==> src/logic/asid_cfg.svh <==
// offsets, opcodes, field positions and reset values for the converter/system decoder
`ifndef ASID_CFG_SVH
`define ASID_CFG_SVH

// instruction word framing
`define ASID_WORD_W 10
`define ASID_HI_MSB 9
`define ASID_HI_LSB 4
`define ASID_LO_MSB 3
`define ASID_LO_LSB 0

// one-word opcodes
`define ASID_OP_READ_RESULT_PAIR 10'h279
`define ASID_OP_READ_RESULT_LOW_BITS 10'h249
`define ASID_OP_LOAD_COMPARATOR_REF 10'h239
`define ASID_OP_START_CONVERSION 10'h29f
`define ASID_OP_TEST_CONV_DONE 10'h287
`define ASID_OP_RD_CTRL1 10'h244
`define ASID_OP_WR_CTRL1 10'h204
`define ASID_OP_RD_CTRL2 10'h245
`define ASID_OP_WR_CTRL2 10'h205
`define ASID_OP_RD_CTRL3 10'h246
`define ASID_OP_WR_CTRL3 10'h206
`define ASID_OP_NO_OPERATION 10'h000
`define ASID_OP_SOFTWARE_RESET 10'h001
`define ASID_OP_POWER_OFF 10'h002
`define ASID_OP_TEST_POWER_DOWN_FLAG 10'h003
`define ASID_OP_POWER_OFF_ENABLE 10'h05b
`define ASID_OP_WATCHDOG_RESTART 10'h2a0
`define ASID_OP_WATCHDOG_DISABLE 10'h29c

// two-word first words
`define ASID_OP_INDEXED_LONG_JUMP 10'h010
`define ASID_OP_INDEXED_LONG_CALL 10'h030
`define ASID_OP_PORT_BIT_ZERO_TEST 10'h024
`define ASID_OP_EQUAL_IMMEDIATE_TEST 10'h025
`define ASID_HI5_LONG_JUMP 5'h07
`define ASID_HI5_LONG_CALL 5'h06

// second-word fixed fields
`define ASID_W2_EQ_HI 6'h07
`define ASID_W2_PORT_WORD 10'h02b

// control register fields
`define ASID_MODE_BIT 3
`define ASID_CTRL_RESET 4'h0
`define ASID_REF_RESET 8'h00

// bus register map as word indices; the byte address is four times the index
`define ASID_OFF_STATUS 3'h0
`define ASID_OFF_MASK 3'h1
`define ASID_OFF_CTRL1 3'h2
`define ASID_OFF_CTRL2 3'h3
`define ASID_OFF_CTRL3 3'h4
`define ASID_OFF_CMPREF 3'h5
`define ASID_OFF_STATE 3'h6
`define ASID_OFF_LAST 3'h6

// status bit positions
`define ASID_ST_W 4
`define ASID_ST_DONE 0
`define ASID_ST_WDF 1
`define ASID_ST_BACKUP 2
`define ASID_ST_SWRST 3

`define ASID_RESP_OKAY 2'b00
`define ASID_RESP_SLVERR 2'b10

`endif

==> src/logic/asid_pkg.sv <==
// types shared by the converter/system instruction decoder
package asid_pkg;

  typedef enum logic {
    ASID_ST_FIRST = 1'b0,
    ASID_ST_SECOND = 1'b1
  } asid_state_t;

  typedef enum logic [1:0] {
    ASID_W2_LONG = 2'b00,
    ASID_W2_INDEX = 2'b01,
    ASID_W2_EQ = 2'b10,
    ASID_W2_PORT = 2'b11
  } asid_w2_t;

  typedef struct packed {
    logic call;
    asid_w2_t kind;
    logic [6:0] page;
    logic [6:0] addr;
  } asid_operand_t;

  typedef struct packed {
    logic awvalid;
    logic [31:0] awaddr;
    logic wvalid;
    logic [31:0] wdata;
    logic [3:0] wstrb;
    logic bready;
    logic arvalid;
    logic [31:0] araddr;
    logic rready;
  } asid_axi_m2s_t;

  typedef struct packed {
    logic awready;
    logic wready;
    logic bvalid;
    logic [1:0] bresp;
    logic arready;
    logic rvalid;
    logic [31:0] rdata;
    logic [1:0] rresp;
  } asid_axi_s2m_t;

endpackage
==> src/logic/asid_decode.sv <==
// converter and system-control instruction decoder with axi4-lite register slave
`timescale 1ns/1ps
`include "asid_cfg.svh"

module asid_decode (
  input wire logic clk_sys,
  input wire logic sys_rst,
  input wire logic instr_valid,
  input wire logic [9:0] instr_word,
  input wire logic [3:0] acc_in,
  input wire logic [3:0] regb_in,
  input wire logic [9:0] adc_result,
  input wire logic conv_complete,
  input wire logic converter_irq_enable_bit,
  input wire logic power_flag_in,
  input wire logic watchdog_flag_one_set,
  input wire logic port_bit_in,
  output logic [3:0] acc_out,
  output logic acc_we,
  output logic [3:0] regb_out,
  output logic regb_we,
  output logic skip_next,
  output logic conv_start,
  output logic cmp_start,
  output logic [7:0] cmp_ref,
  output logic ram_backup,
  output logic wdt_stop,
  output logic sys_reset_req,
  output logic operand_valid,
  output asid_pkg::asid_operand_t operand,
  output logic conv_done_flag,
  output logic irq,
  input wire asid_pkg::asid_axi_m2s_t axi_m2s,
  output asid_pkg::asid_axi_s2m_t axi_s2m
);
  import asid_pkg::*;

  // decode a bus byte address into {hit, register index}; reused by both channels
  function automatic logic [3:0] reg_sel(input logic [31:0] a);
    logic [2:0] idx;
    idx = a[4:2];
    if (a[31:5] == 27'h0 && a[1:0] == 2'b00 && idx <= `ASID_OFF_LAST)
      reg_sel = {1'b1, idx};
    else
      reg_sel = 4'h0;
  endfunction

  // write opcodes of the three control registers
  function automatic logic [9:0] ctrl_wr_op(input int i);
    case (i)
      0: ctrl_wr_op = `ASID_OP_WR_CTRL1;
      1: ctrl_wr_op = `ASID_OP_WR_CTRL2;
      default: ctrl_wr_op = `ASID_OP_WR_CTRL3;
    endcase
  endfunction

  logic [5:0] hi_f;
  logic [3:0] lo_f;
  logic [9:0] op;
  logic first_ok;
  logic second_ok;
  asid_state_t state_r;
  asid_state_t state_nxt;
  asid_w2_t pend_kind_r;
  logic pend_call_r;
  logic [3:0] ctrl_r [3];
  logic mode;
  logic conv_done_flag_r;
  logic watchdog_flag_one_r;
  logic pwr_off_armed_r;
  logic wd_disable_armed_r;
  logic two_word;
  asid_w2_t w2_kind;
  logic w2_call;

  assign hi_f = instr_word[`ASID_HI_MSB:`ASID_HI_LSB];
  assign lo_f = instr_word[`ASID_LO_MSB:`ASID_LO_LSB];
  assign op = {hi_f, lo_f};
  assign first_ok = instr_valid && state_r == ASID_ST_FIRST;
  assign second_ok = instr_valid && state_r == ASID_ST_SECOND;
  assign mode = ctrl_r[0][`ASID_MODE_BIT];

  // first-word classification of two-word forms
  always_comb
  begin
    two_word = 1'b1;
    w2_kind = ASID_W2_LONG;
    w2_call = 1'b0;
    if (hi_f[5:1] == `ASID_HI5_LONG_JUMP)
    begin
      w2_kind = ASID_W2_LONG;
    end
    else if (hi_f[5:1] == `ASID_HI5_LONG_CALL)
    begin
      w2_call = 1'b1;
    end
    else if (op == `ASID_OP_INDEXED_LONG_JUMP)
    begin
      w2_kind = ASID_W2_INDEX;
    end
    else if (op == `ASID_OP_INDEXED_LONG_CALL)
    begin
      w2_kind = ASID_W2_INDEX;
      w2_call = 1'b1;
    end
    else if (op == `ASID_OP_EQUAL_IMMEDIATE_TEST)
    begin
      w2_kind = ASID_W2_EQ;
    end
    else if (op == `ASID_OP_PORT_BIT_ZERO_TEST)
    begin
      w2_kind = ASID_W2_PORT;
    end
    else
    begin
      two_word = 1'b0;
    end
  end

  always_comb
  begin
    state_nxt = state_r;
    case (state_r)
      ASID_ST_FIRST: if (first_ok && two_word) state_nxt = ASID_ST_SECOND;
      ASID_ST_SECOND: if (second_ok) state_nxt = ASID_ST_FIRST;
      default: state_nxt = ASID_ST_FIRST;
    endcase
  end

  always_ff @(posedge clk_sys or posedge sys_rst)
  begin
    if (sys_rst)
    begin
      state_r <= ASID_ST_FIRST;
      pend_kind_r <= ASID_W2_LONG;
      pend_call_r <= 1'b0;
    end
    else
    begin
      state_r <= state_nxt;
      if (first_ok && two_word)
      begin
        pend_kind_r <= w2_kind;
        pend_call_r <= w2_call;
      end
    end
  end

  // operand of a two-word instruction; page bits not taken from the second word are zero
  always_ff @(posedge clk_sys or posedge sys_rst)
  begin
    if (sys_rst)
    begin
      operand_valid <= 1'b0;
      operand <= '0;
    end
    else
    begin
      operand_valid <= second_ok;
      if (second_ok)
      begin
        operand.call <= pend_call_r;
        operand.kind <= pend_kind_r;
        case (pend_kind_r)
          ASID_W2_LONG:
          begin
            operand.page <= {5'h00, instr_word[8:7]};
            operand.addr <= instr_word[6:0];
          end
          ASID_W2_INDEX:
          begin
            operand.page <= {instr_word[8:6], instr_word[3:0]};
            operand.addr <= 7'h00;
          end
          default:
          begin
            operand.page <= 7'h00;
            operand.addr <= {3'h0, lo_f};
          end
        endcase
      end
    end
  end

  // accumulator and B write-back toward the core
  always_ff @(posedge clk_sys or posedge sys_rst)
  begin
    if (sys_rst)
    begin
      acc_out <= 4'h0;
      acc_we <= 1'b0;
      regb_out <= 4'h0;
      regb_we <= 1'b0;
    end
    else
    begin
      acc_we <= 1'b0;
      regb_we <= 1'b0;
      if (first_ok)
      begin
        case (op)
          `ASID_OP_READ_RESULT_PAIR:
          begin
            acc_we <= 1'b1;
            regb_we <= 1'b1;
            if (mode)
            begin
              regb_out <= adc_result[7:4];
              acc_out <= adc_result[3:0];
            end
            else
            begin
              regb_out <= adc_result[9:6];
              acc_out <= adc_result[5:2];
            end
          end
          `ASID_OP_READ_RESULT_LOW_BITS:
          begin
            acc_we <= 1'b1;
            acc_out <= {adc_result[1:0], 2'b00};
          end
          `ASID_OP_RD_CTRL1:
          begin
            acc_we <= 1'b1;
            acc_out <= ctrl_r[0];
          end
          `ASID_OP_RD_CTRL2:
          begin
            acc_we <= 1'b1;
            acc_out <= ctrl_r[1];
          end
          `ASID_OP_RD_CTRL3:
          begin
            acc_we <= 1'b1;
            acc_out <= ctrl_r[2];
          end
          default:
          begin
            acc_we <= 1'b0;
          end
        endcase
      end
    end
  end

  // bus write path
  logic aw_rdy_r;
  logic w_rdy_r;
  logic b_vld_r;
  logic [1:0] b_resp_r;
  logic [31:0] aw_addr_q;
  logic [31:0] w_data_q;
  logic w_lane_q;
  logic wr_fire;
  logic [3:0] wsel;
  logic [`ASID_ST_W-1:0] status_r;
  logic [`ASID_ST_W-1:0] mask_r;
  logic [`ASID_ST_W-1:0] ev;
  logic [`ASID_ST_W-1:0] w1c;

  assign wr_fire = !aw_rdy_r && !w_rdy_r && !b_vld_r;
  assign wsel = reg_sel(aw_addr_q);

  // control registers; an instruction write beats a bus write in the same cycle
  always_ff @(posedge clk_sys or posedge sys_rst)
  begin
    if (sys_rst)
    begin
      for (int i = 0; i < 3; i++)
        ctrl_r[i] <= `ASID_CTRL_RESET;
    end
    else
    begin
      for (int i = 0; i < 3; i++)
      begin
        if (first_ok && op == ctrl_wr_op(i))
          ctrl_r[i] <= acc_in;
        else if (wr_fire && w_lane_q && wsel == {1'b1, 3'(`ASID_OFF_CTRL1 + i)})
          ctrl_r[i] <= w_data_q[3:0];
      end
    end
  end

  always_ff @(posedge clk_sys or posedge sys_rst)
  begin
    if (sys_rst)
      cmp_ref <= `ASID_REF_RESET;
    else if (first_ok && op == `ASID_OP_LOAD_COMPARATOR_REF && mode)
      cmp_ref <= {regb_in, acc_in};
    else if (wr_fire && w_lane_q && wsel == {1'b1, `ASID_OFF_CMPREF})
      cmp_ref <= w_data_q[7:0];
  end

  // converter start and done flag; a completing conversion wins over any clear
  always_ff @(posedge clk_sys or posedge sys_rst)
  begin
    if (sys_rst)
    begin
      conv_done_flag_r <= 1'b0;
      conv_start <= 1'b0;
      cmp_start <= 1'b0;
    end
    else
    begin
      conv_start <= first_ok && op == `ASID_OP_START_CONVERSION && !mode;
      cmp_start <= first_ok && op == `ASID_OP_START_CONVERSION && mode;
      if (conv_complete)
        conv_done_flag_r <= 1'b1;
      else if (first_ok && op == `ASID_OP_START_CONVERSION)
        conv_done_flag_r <= 1'b0;
      else if (first_ok && op == `ASID_OP_TEST_CONV_DONE && !converter_irq_enable_bit)
        conv_done_flag_r <= 1'b0;
    end
  end
  assign conv_done_flag = conv_done_flag_r;

  // skip decision for every skipping form
  always_ff @(posedge clk_sys or posedge sys_rst)
  begin
    if (sys_rst)
      skip_next <= 1'b0;
    else if (first_ok)
    begin
      case (op)
        `ASID_OP_TEST_CONV_DONE: skip_next <= !converter_irq_enable_bit && conv_done_flag_r;
        `ASID_OP_TEST_POWER_DOWN_FLAG: skip_next <= power_flag_in;
        `ASID_OP_WATCHDOG_RESTART: skip_next <= watchdog_flag_one_r;
        default: skip_next <= 1'b0;
      endcase
    end
    else if (second_ok && pend_kind_r == ASID_W2_EQ)
      skip_next <= instr_word[9:4] == `ASID_W2_EQ_HI && acc_in == lo_f;
    else if (second_ok && pend_kind_r == ASID_W2_PORT)
      skip_next <= instr_word == `ASID_W2_PORT_WORD && !port_bit_in;
    else
      skip_next <= 1'b0;
  end

  // one-instruction arming of power-off and watchdog stop
  always_ff @(posedge clk_sys or posedge sys_rst)
  begin
    if (sys_rst)
    begin
      pwr_off_armed_r <= 1'b0;
      wd_disable_armed_r <= 1'b0;
      ram_backup <= 1'b0;
      wdt_stop <= 1'b0;
      watchdog_flag_one_r <= 1'b0;
      sys_reset_req <= 1'b0;
    end
    else
    begin
      ram_backup <= first_ok && op == `ASID_OP_POWER_OFF && pwr_off_armed_r;
      sys_reset_req <= first_ok && op == `ASID_OP_SOFTWARE_RESET;
      if (first_ok)
      begin
        pwr_off_armed_r <= op == `ASID_OP_POWER_OFF_ENABLE;
        wd_disable_armed_r <= op == `ASID_OP_WATCHDOG_DISABLE;
        if (op == `ASID_OP_WATCHDOG_RESTART && wd_disable_armed_r)
          wdt_stop <= 1'b1;
      end
      else if (second_ok)
      begin
        pwr_off_armed_r <= 1'b0;
        wd_disable_armed_r <= 1'b0;
      end
      if (watchdog_flag_one_set)
        watchdog_flag_one_r <= 1'b1;
      else if (first_ok && op == `ASID_OP_WATCHDOG_RESTART)
        watchdog_flag_one_r <= 1'b0;
    end
  end

  // sticky event status, write one to clear; a new event wins over the clear
  assign ev[`ASID_ST_DONE] = conv_complete;
  assign ev[`ASID_ST_WDF] = watchdog_flag_one_set;
  assign ev[`ASID_ST_BACKUP] = first_ok && op == `ASID_OP_POWER_OFF && pwr_off_armed_r;
  assign ev[`ASID_ST_SWRST] = first_ok && op == `ASID_OP_SOFTWARE_RESET;
  assign w1c = (wr_fire && w_lane_q && wsel == {1'b1, `ASID_OFF_STATUS}) ?
               w_data_q[`ASID_ST_W-1:0] : '0;

  genvar g;
  generate
    for (g = 0; g < `ASID_ST_W; g++)
    begin : g_status
      always_ff @(posedge clk_sys or posedge sys_rst)
      begin
        if (sys_rst)
          status_r[g] <= 1'b0;
        else
          status_r[g] <= ev[g] | (status_r[g] & ~w1c[g]);
      end
    end
  endgenerate

  always_ff @(posedge clk_sys or posedge sys_rst)
  begin
    if (sys_rst)
    begin
      mask_r <= '0;
      irq <= 1'b0;
    end
    else
    begin
      if (wr_fire && w_lane_q && wsel == {1'b1, `ASID_OFF_MASK})
        mask_r <= w_data_q[`ASID_ST_W-1:0];
      irq <= |(status_r & mask_r);
    end
  end

  always_ff @(posedge clk_sys or posedge sys_rst)
  begin
    if (sys_rst)
    begin
      aw_rdy_r <= 1'b1;
      w_rdy_r <= 1'b1;
      b_vld_r <= 1'b0;
      b_resp_r <= `ASID_RESP_OKAY;
      aw_addr_q <= 32'h0;
      w_data_q <= 32'h0;
      w_lane_q <= 1'b0;
    end
    else
    begin
      if (axi_m2s.awvalid && aw_rdy_r)
      begin
        aw_addr_q <= axi_m2s.awaddr;
        aw_rdy_r <= 1'b0;
      end
      if (axi_m2s.wvalid && w_rdy_r)
      begin
        w_data_q <= axi_m2s.wdata;
        w_lane_q <= axi_m2s.wstrb[0];
        w_rdy_r <= 1'b0;
      end
      if (wr_fire)
      begin
        b_vld_r <= 1'b1;
        b_resp_r <= wsel[3] ? `ASID_RESP_OKAY : `ASID_RESP_SLVERR;
      end
      if (b_vld_r && axi_m2s.bready)
      begin
        b_vld_r <= 1'b0;
        aw_rdy_r <= 1'b1;
        w_rdy_r <= 1'b1;
      end
    end
  end

  // bus read path; data is captured at the address handshake
  logic ar_rdy_r;
  logic r_vld_r;
  logic [31:0] r_data_r;
  logic [1:0] r_resp_r;
  logic [3:0] rsel;
  logic [31:0] rd_mux;

  assign rsel = reg_sel(axi_m2s.araddr);

  always_comb
  begin
    rd_mux = 32'h0;
    case (rsel[2:0])
      `ASID_OFF_STATUS: rd_mux = {28'h0, status_r};
      `ASID_OFF_MASK: rd_mux = {28'h0, mask_r};
      `ASID_OFF_CTRL1: rd_mux = {28'h0, ctrl_r[0]};
      `ASID_OFF_CTRL2: rd_mux = {28'h0, ctrl_r[1]};
      `ASID_OFF_CTRL3: rd_mux = {28'h0, ctrl_r[2]};
      `ASID_OFF_CMPREF: rd_mux = {24'h0, cmp_ref};
      `ASID_OFF_STATE: rd_mux = {26'h0, wd_disable_armed_r, pwr_off_armed_r, mode, wdt_stop,
                                 watchdog_flag_one_r, conv_done_flag_r};
      default: rd_mux = 32'h0;
    endcase
  end

  always_ff @(posedge clk_sys or posedge sys_rst)
  begin
    if (sys_rst)
    begin
      ar_rdy_r <= 1'b1;
      r_vld_r <= 1'b0;
      r_data_r <= 32'h0;
      r_resp_r <= `ASID_RESP_OKAY;
    end
    else if (axi_m2s.arvalid && ar_rdy_r)
    begin
      ar_rdy_r <= 1'b0;
      r_vld_r <= 1'b1;
      r_data_r <= rsel[3] ? rd_mux : 32'h0;
      r_resp_r <= rsel[3] ? `ASID_RESP_OKAY : `ASID_RESP_SLVERR;
    end
    else if (r_vld_r && axi_m2s.rready)
    begin
      r_vld_r <= 1'b0;
      ar_rdy_r <= 1'b1;
    end
  end

  assign axi_s2m = {aw_rdy_r, w_rdy_r, b_vld_r, b_resp_r, ar_rdy_r, r_vld_r, r_data_r, r_resp_r};
endmodule

==> config.mk <==
export PLATFORM = sky130hd
export DESIGN_NAME = asid_decode
export DESIGN_NICKNAME = d
export VERILOG_FILES = /design/src/logic/asid_pkg.sv /design/src/logic/asid_decode.sv
export VERILOG_INCLUDE_DIRS = /design/src /design/src/logic
export SDC_FILE = /design/constraint.sdc
export NUM_CORES = 1
export LEC_CHECK = 0
export ABC_AREA = 1
export CAP_MARGIN = 25
export CORE_MARGIN = 2
export CORE_UTILIZATION = 60
export CTS_BUF_LIST = sky130_fd_sc_hd__clkbuf_4
export CTS_CLUSTER_SIZE = 30
export DETAILED_ROUTE_END_ITERATION = 8
export DONT_BUFFER_PORTS = 1
export PLACE_DENSITY = 0.76
export SKIP_CTS_REPAIR_TIMING = 1
export SLEW_MARGIN = 20
export SYNTH_ARGS = -nofsm -noshare
export SYNTH_HDL_FRONTEND = slang
export SYNTH_SLANG_ARGS = --single-unit
export TNS_END_PERCENT = 100
==> constraint.sdc <==
create_clock -name clk_sys -period 3.59 [get_ports clk_sys]
set_input_delay 0.1795 -clock clk_sys [delete_from_list [all_inputs] [get_ports clk_sys]]
set_output_delay 0.1795 -clock clk_sys [all_outputs]
set_load 0.03 [all_outputs]
==> flow_results.org <==
** Status
- The run finished, with violations left.
- The checks that failed: negative hold slack.

** Timing
- Setup repair after global routing left no endpoint under its margin.
- Period utilisation layout :: 65.2%
- At the pin with the least slew margin, the transition time is 807 ps.
- Relative slew slack :: 46.2%
- Maximum achievable frequency :: 0.427 GHz
- Final hold violation count :: 4
- Setup Viol. Count Final :: 0
- Slew Viols, Final :: 0
- On the final layout, the worst clock skew is 16.4 ps.
- Worst hold slack :: -9.55 ps
- In the final timing run, aggregate negative setup slack is 0 ps.
- Period minus WS final :: 2340 ps

** Finish
- The library cells used most frequently in the layout, excluding fill and tap cells, are 207 x sky130_fd_sc_hd__nand2_1, 124 x sky130_fd_sc_hd__dfrtp_1, 87 x sky130_fd_sc_hd__dlygate4sd3_1.
- Area growth from synthesis to layout :: 16.7%
- Cell Count, Final, Fillers Out :: 1,025
- Diode count :: 0
- Post-layout nets :: 1,014
- Most common cell after layout, fill and taps aside :: sky130_fd_sc_hd__nand2_1
- Of the cells placed in the final design, the portion with a size suffix greater than 1 is 13.0%.

** Floorplan
- During I/O placement, the number of pins put on the boundary was 226.
- The core region is 0.0108 sq mm.
- The floorplan step set the die width to 109 um.
- The initialized floorplan defines 38 standard-cell rows.
- Floorplan die area :: 0.0119 sq mm
- Vert. Die Dim :: 109 um
- For this configuration, the core starts out at a cell density of 61.4%.

** Global routing
- Via count of the first global-routing pass :: 5,193
- Pin count of the biggest net entering global routing :: 69
- The initial antenna violation count was 0.
- The first global-routing pass estimated 25.2 mm of wire.
- Total routing resource utilization after global routing :: 27.9%
- GR Overflow Total :: 0

** Setup path
- Top Family by Delay on Critical Path :: buffers and inverters
- Among all stages on the critical path, the largest delay is contributed by sky130_fd_sc_hd__dlygate4sd3_1.
- Crit path required time :: 4030 ps
- Setup slack, reg-to-reg :: 1250 ps
- In this run the worst path has a maximum fanout of 10.
- Worst R2R Path Depth :: 11
- Reg2Reg Capture Point :: acc_out[0]$_DFFE_PP0P_
- STA classifies the critical path endpoint as a flop.
- Longest individual stage delay on the worst path :: 560 ps
- Ordered cell list for the critical path :: inv_1, nand2_1, nor2_4, inv_2, nor3_1, inv_2, nand2_4, inv_2, nand2_1, nand2_1, dlygate4sd3_1
- Together, buffers and inverters on the worst path number 5.
- For the worst setup path, the data arrival time is 2780 ps.
- Launch instance of the worst register-to-register path :: state_r$_DFF_PP0_
- Critical path class :: flop to flop
- The worst setup path is launched from a flop.

** Clocking
- Cell at the root of the clock tree :: sky130_fd_sc_hd__clkbuf_4
- Clock tree sinks :: 127
- After clock tree synthesis, the clock-pin slew on the worst setup and hold paths is 100 ps.
- Number of levels in the clock H-tree :: 4
- No sink is reached through more buffers than the 2 on the longest clock path.
- Clock buffers created by TritonCTS :: 17
- CTS tree :: done
- At the later pin of the worst-skew pair, clock insertion delay measures 560 ps.

** Place
- Once placement completed, the tool counted placed cells totaling 907.
- Detailed placement finished with a half-perimeter wire length of 12.2 mm.
- At the end of routability-driven placement, the weighted congestion stood at 0.921.
- Buffers on Ports :: 0

** Hold path
- The path with the worst hold slack has its endpoint at r_data_r[3]$_DFFE_PP0P_.
- Path class of the lowest-slack min-delay path :: input pin to flop
- Worst hold path cell count :: 6
- HP Start :: axi_m2s[5]

** Drt
- # DRC :: 0
- For this block, wires on met1 add up to 7.12 mm.
- For this block, the initial DRC count from the detailed router was 484.
- Post-detailed-route count of antenna-violating nets :: 0
- In the final routed layout, each cell accounts on average for 17.4 um.
- Final Routed Wirelength :: 17.8 mm
- Length of the first detailed-routing pass in iterations :: 5
- Detailed routing placed a total of 1.41 mm of wire on met3.
- Signal routing reaches up to met4.
- Met2 routed WL :: 8.78 mm
- After detailed routing, the number of vias per cell comes to 5.59.
- For this block, the via count after detailed routing is 5,731.

** Synth
- Synthesized instance count :: 785
- Cell type with the largest total area after synthesis :: sky130_fd_sc_hd__dfrtp_1
- Post-Synthesis Mean Instance Area :: 8.45 sq um
- Netlist area before placement :: 0.00663 sq mm
- Register area share after synthesis :: 48.0%
- For this run, the number of Yosys warnings is 0.
- Top cells by area, synth :: sky130_fd_sc_hd__dfrtp_1 47%, sky130_fd_sc_hd__nand2_1 12%, sky130_fd_sc_hd__mux2_2 6.3%
- Synthesis instantiated 49 different standard cells from the library.
- The share of synthesized area in the top cell type comes to 46.8%.
- Flops & latches, synth :: 127

** Job
- Count of max-cap constraint violations :: 0

** Power and ir drop
- The analysis attributes to cell leakage a power of 3.70 nW.
- Largest vdd supply drop :: 501 uV
- For this design the ratio of total power to cell area is 521 mW/mm^2.
cell type report:
cell class	count	area, sq um
fill	840	3050
inverter	88	333
timing repair buffer	90	893
sequential	127	3180
tap	140	175
clock inverter	11	98.8
clock buffer	20	150
multi-input combinational	549	2910
metal layers:
layer  vias up  GRT usage, %
met5         -             0
met4         0          11.4
met3        51          7.95
met2       299          44.1
met1      2684          36.1
li1       2697             -
report_power, final:
| part | internal (W) | switching (W) | leakage (nW) |
|---|---|---|---|
| logic | 0.000420 | 0.000462 | 1.94 |
| registers | 0.00177 | 0.000457 | 1.62 |
| clock network | 0.000415 | 0.000506 | 0.144 |
| total | 0.00261 | 0.00143 | 3.70 |
state kept, by name, summed over array words and instances (netlist names), 2 cells and up:
name / count
acc_out: 4
ctrl_r: 12
status_r: 4
mask_r: 4
aw_addr_q: 32
operand: 17
r_data_r: 8
w_data_q: 8
cmp_ref: 8
pend_kind_r: 2
regb_out: 4
metrics by stage:
stage / instance area, sq um / worst slack, ps / total power (W) / hold WS (ps) / util, %
after floorplan: 6720 / 31.2 / 0.00286 / 254 / -
after global placement: 6620 / 1600 / 0.00295 / 249 / 61.3
after detailed placement: 6620 / 1540 / 0.00301 / 264 / 61.3
after CTS: 6870 / 1510 / 0.00391 / -349 / 63.6
after global routing: 7740 / 1110 / 0.00425 / 0.110 / 71.7
final: 7740 / 1250 / 0.00404 / -9.55 / 71.7
cell families after synthesis:
group	share of synthesized area [%]
buffers and inverters	9.59
other	0.0566
multiplexers	7.57
AND/OR/NAND/NOR	26.5
XOR/XNOR	0.132
flip-flops	48.0
AO/OA/AOI/OAI	8.21
synth_stat cells (all sizes together):
master and count:
clkinv 2, and2b 1, o21bai 2, o41ai 1
inv 86, o221ai 2, mux2i 4, o31ai 6
o211ai 1, nand4 26, o32ai 1, or2 1
xnor2 1, dfstp 3, o21ai 62, nor2 85
o22ai 3, and2 1, nand3 40, clkbuf 9
and3 1, a31oi 2, dfrtp 124, a21o 2
conb 1, nor4 7, nand2 211, nor3 11
a21oi 7, a211oi 2, buf 37, mux2 40
o2111ai 3
worst max path at each step:
stage	startpoint	to	slack, ps	depth (start not counted)
2_1_floorplan	sys_rst	acc_out[0]$_DFFE_PP0P_	30	1
3_3_place_gp	aw_addr_q[15]$_DFFE_PP0P_	cmp_ref[5]$_DFFE_PP0P_	1600	9
3_5_place_dp	aw_addr_q[23]$_DFFE_PP0P_	ctrl_r[9]$_DFFE_PP0P_	1540	7
4_1_cts	aw_addr_q[23]$_DFFE_PP0P_	ctrl_r[11]$_DFFE_PP0P_	1510	7
5_1_grt	state_r$_DFF_PP0_	acc_out[0]$_DFFE_PP0P_	1110	11
6_report	state_r$_DFF_PP0_	acc_out[0]$_DFFE_PP0P_	1250	11
tightest hold or removal path: cells and delay by family:
| family | cells | cell delay (ps) |
|---|---|---|
| AND/OR/NAND/NOR | 6 | 330 |
Note: power is estimated with default switching activity, not from simulation.
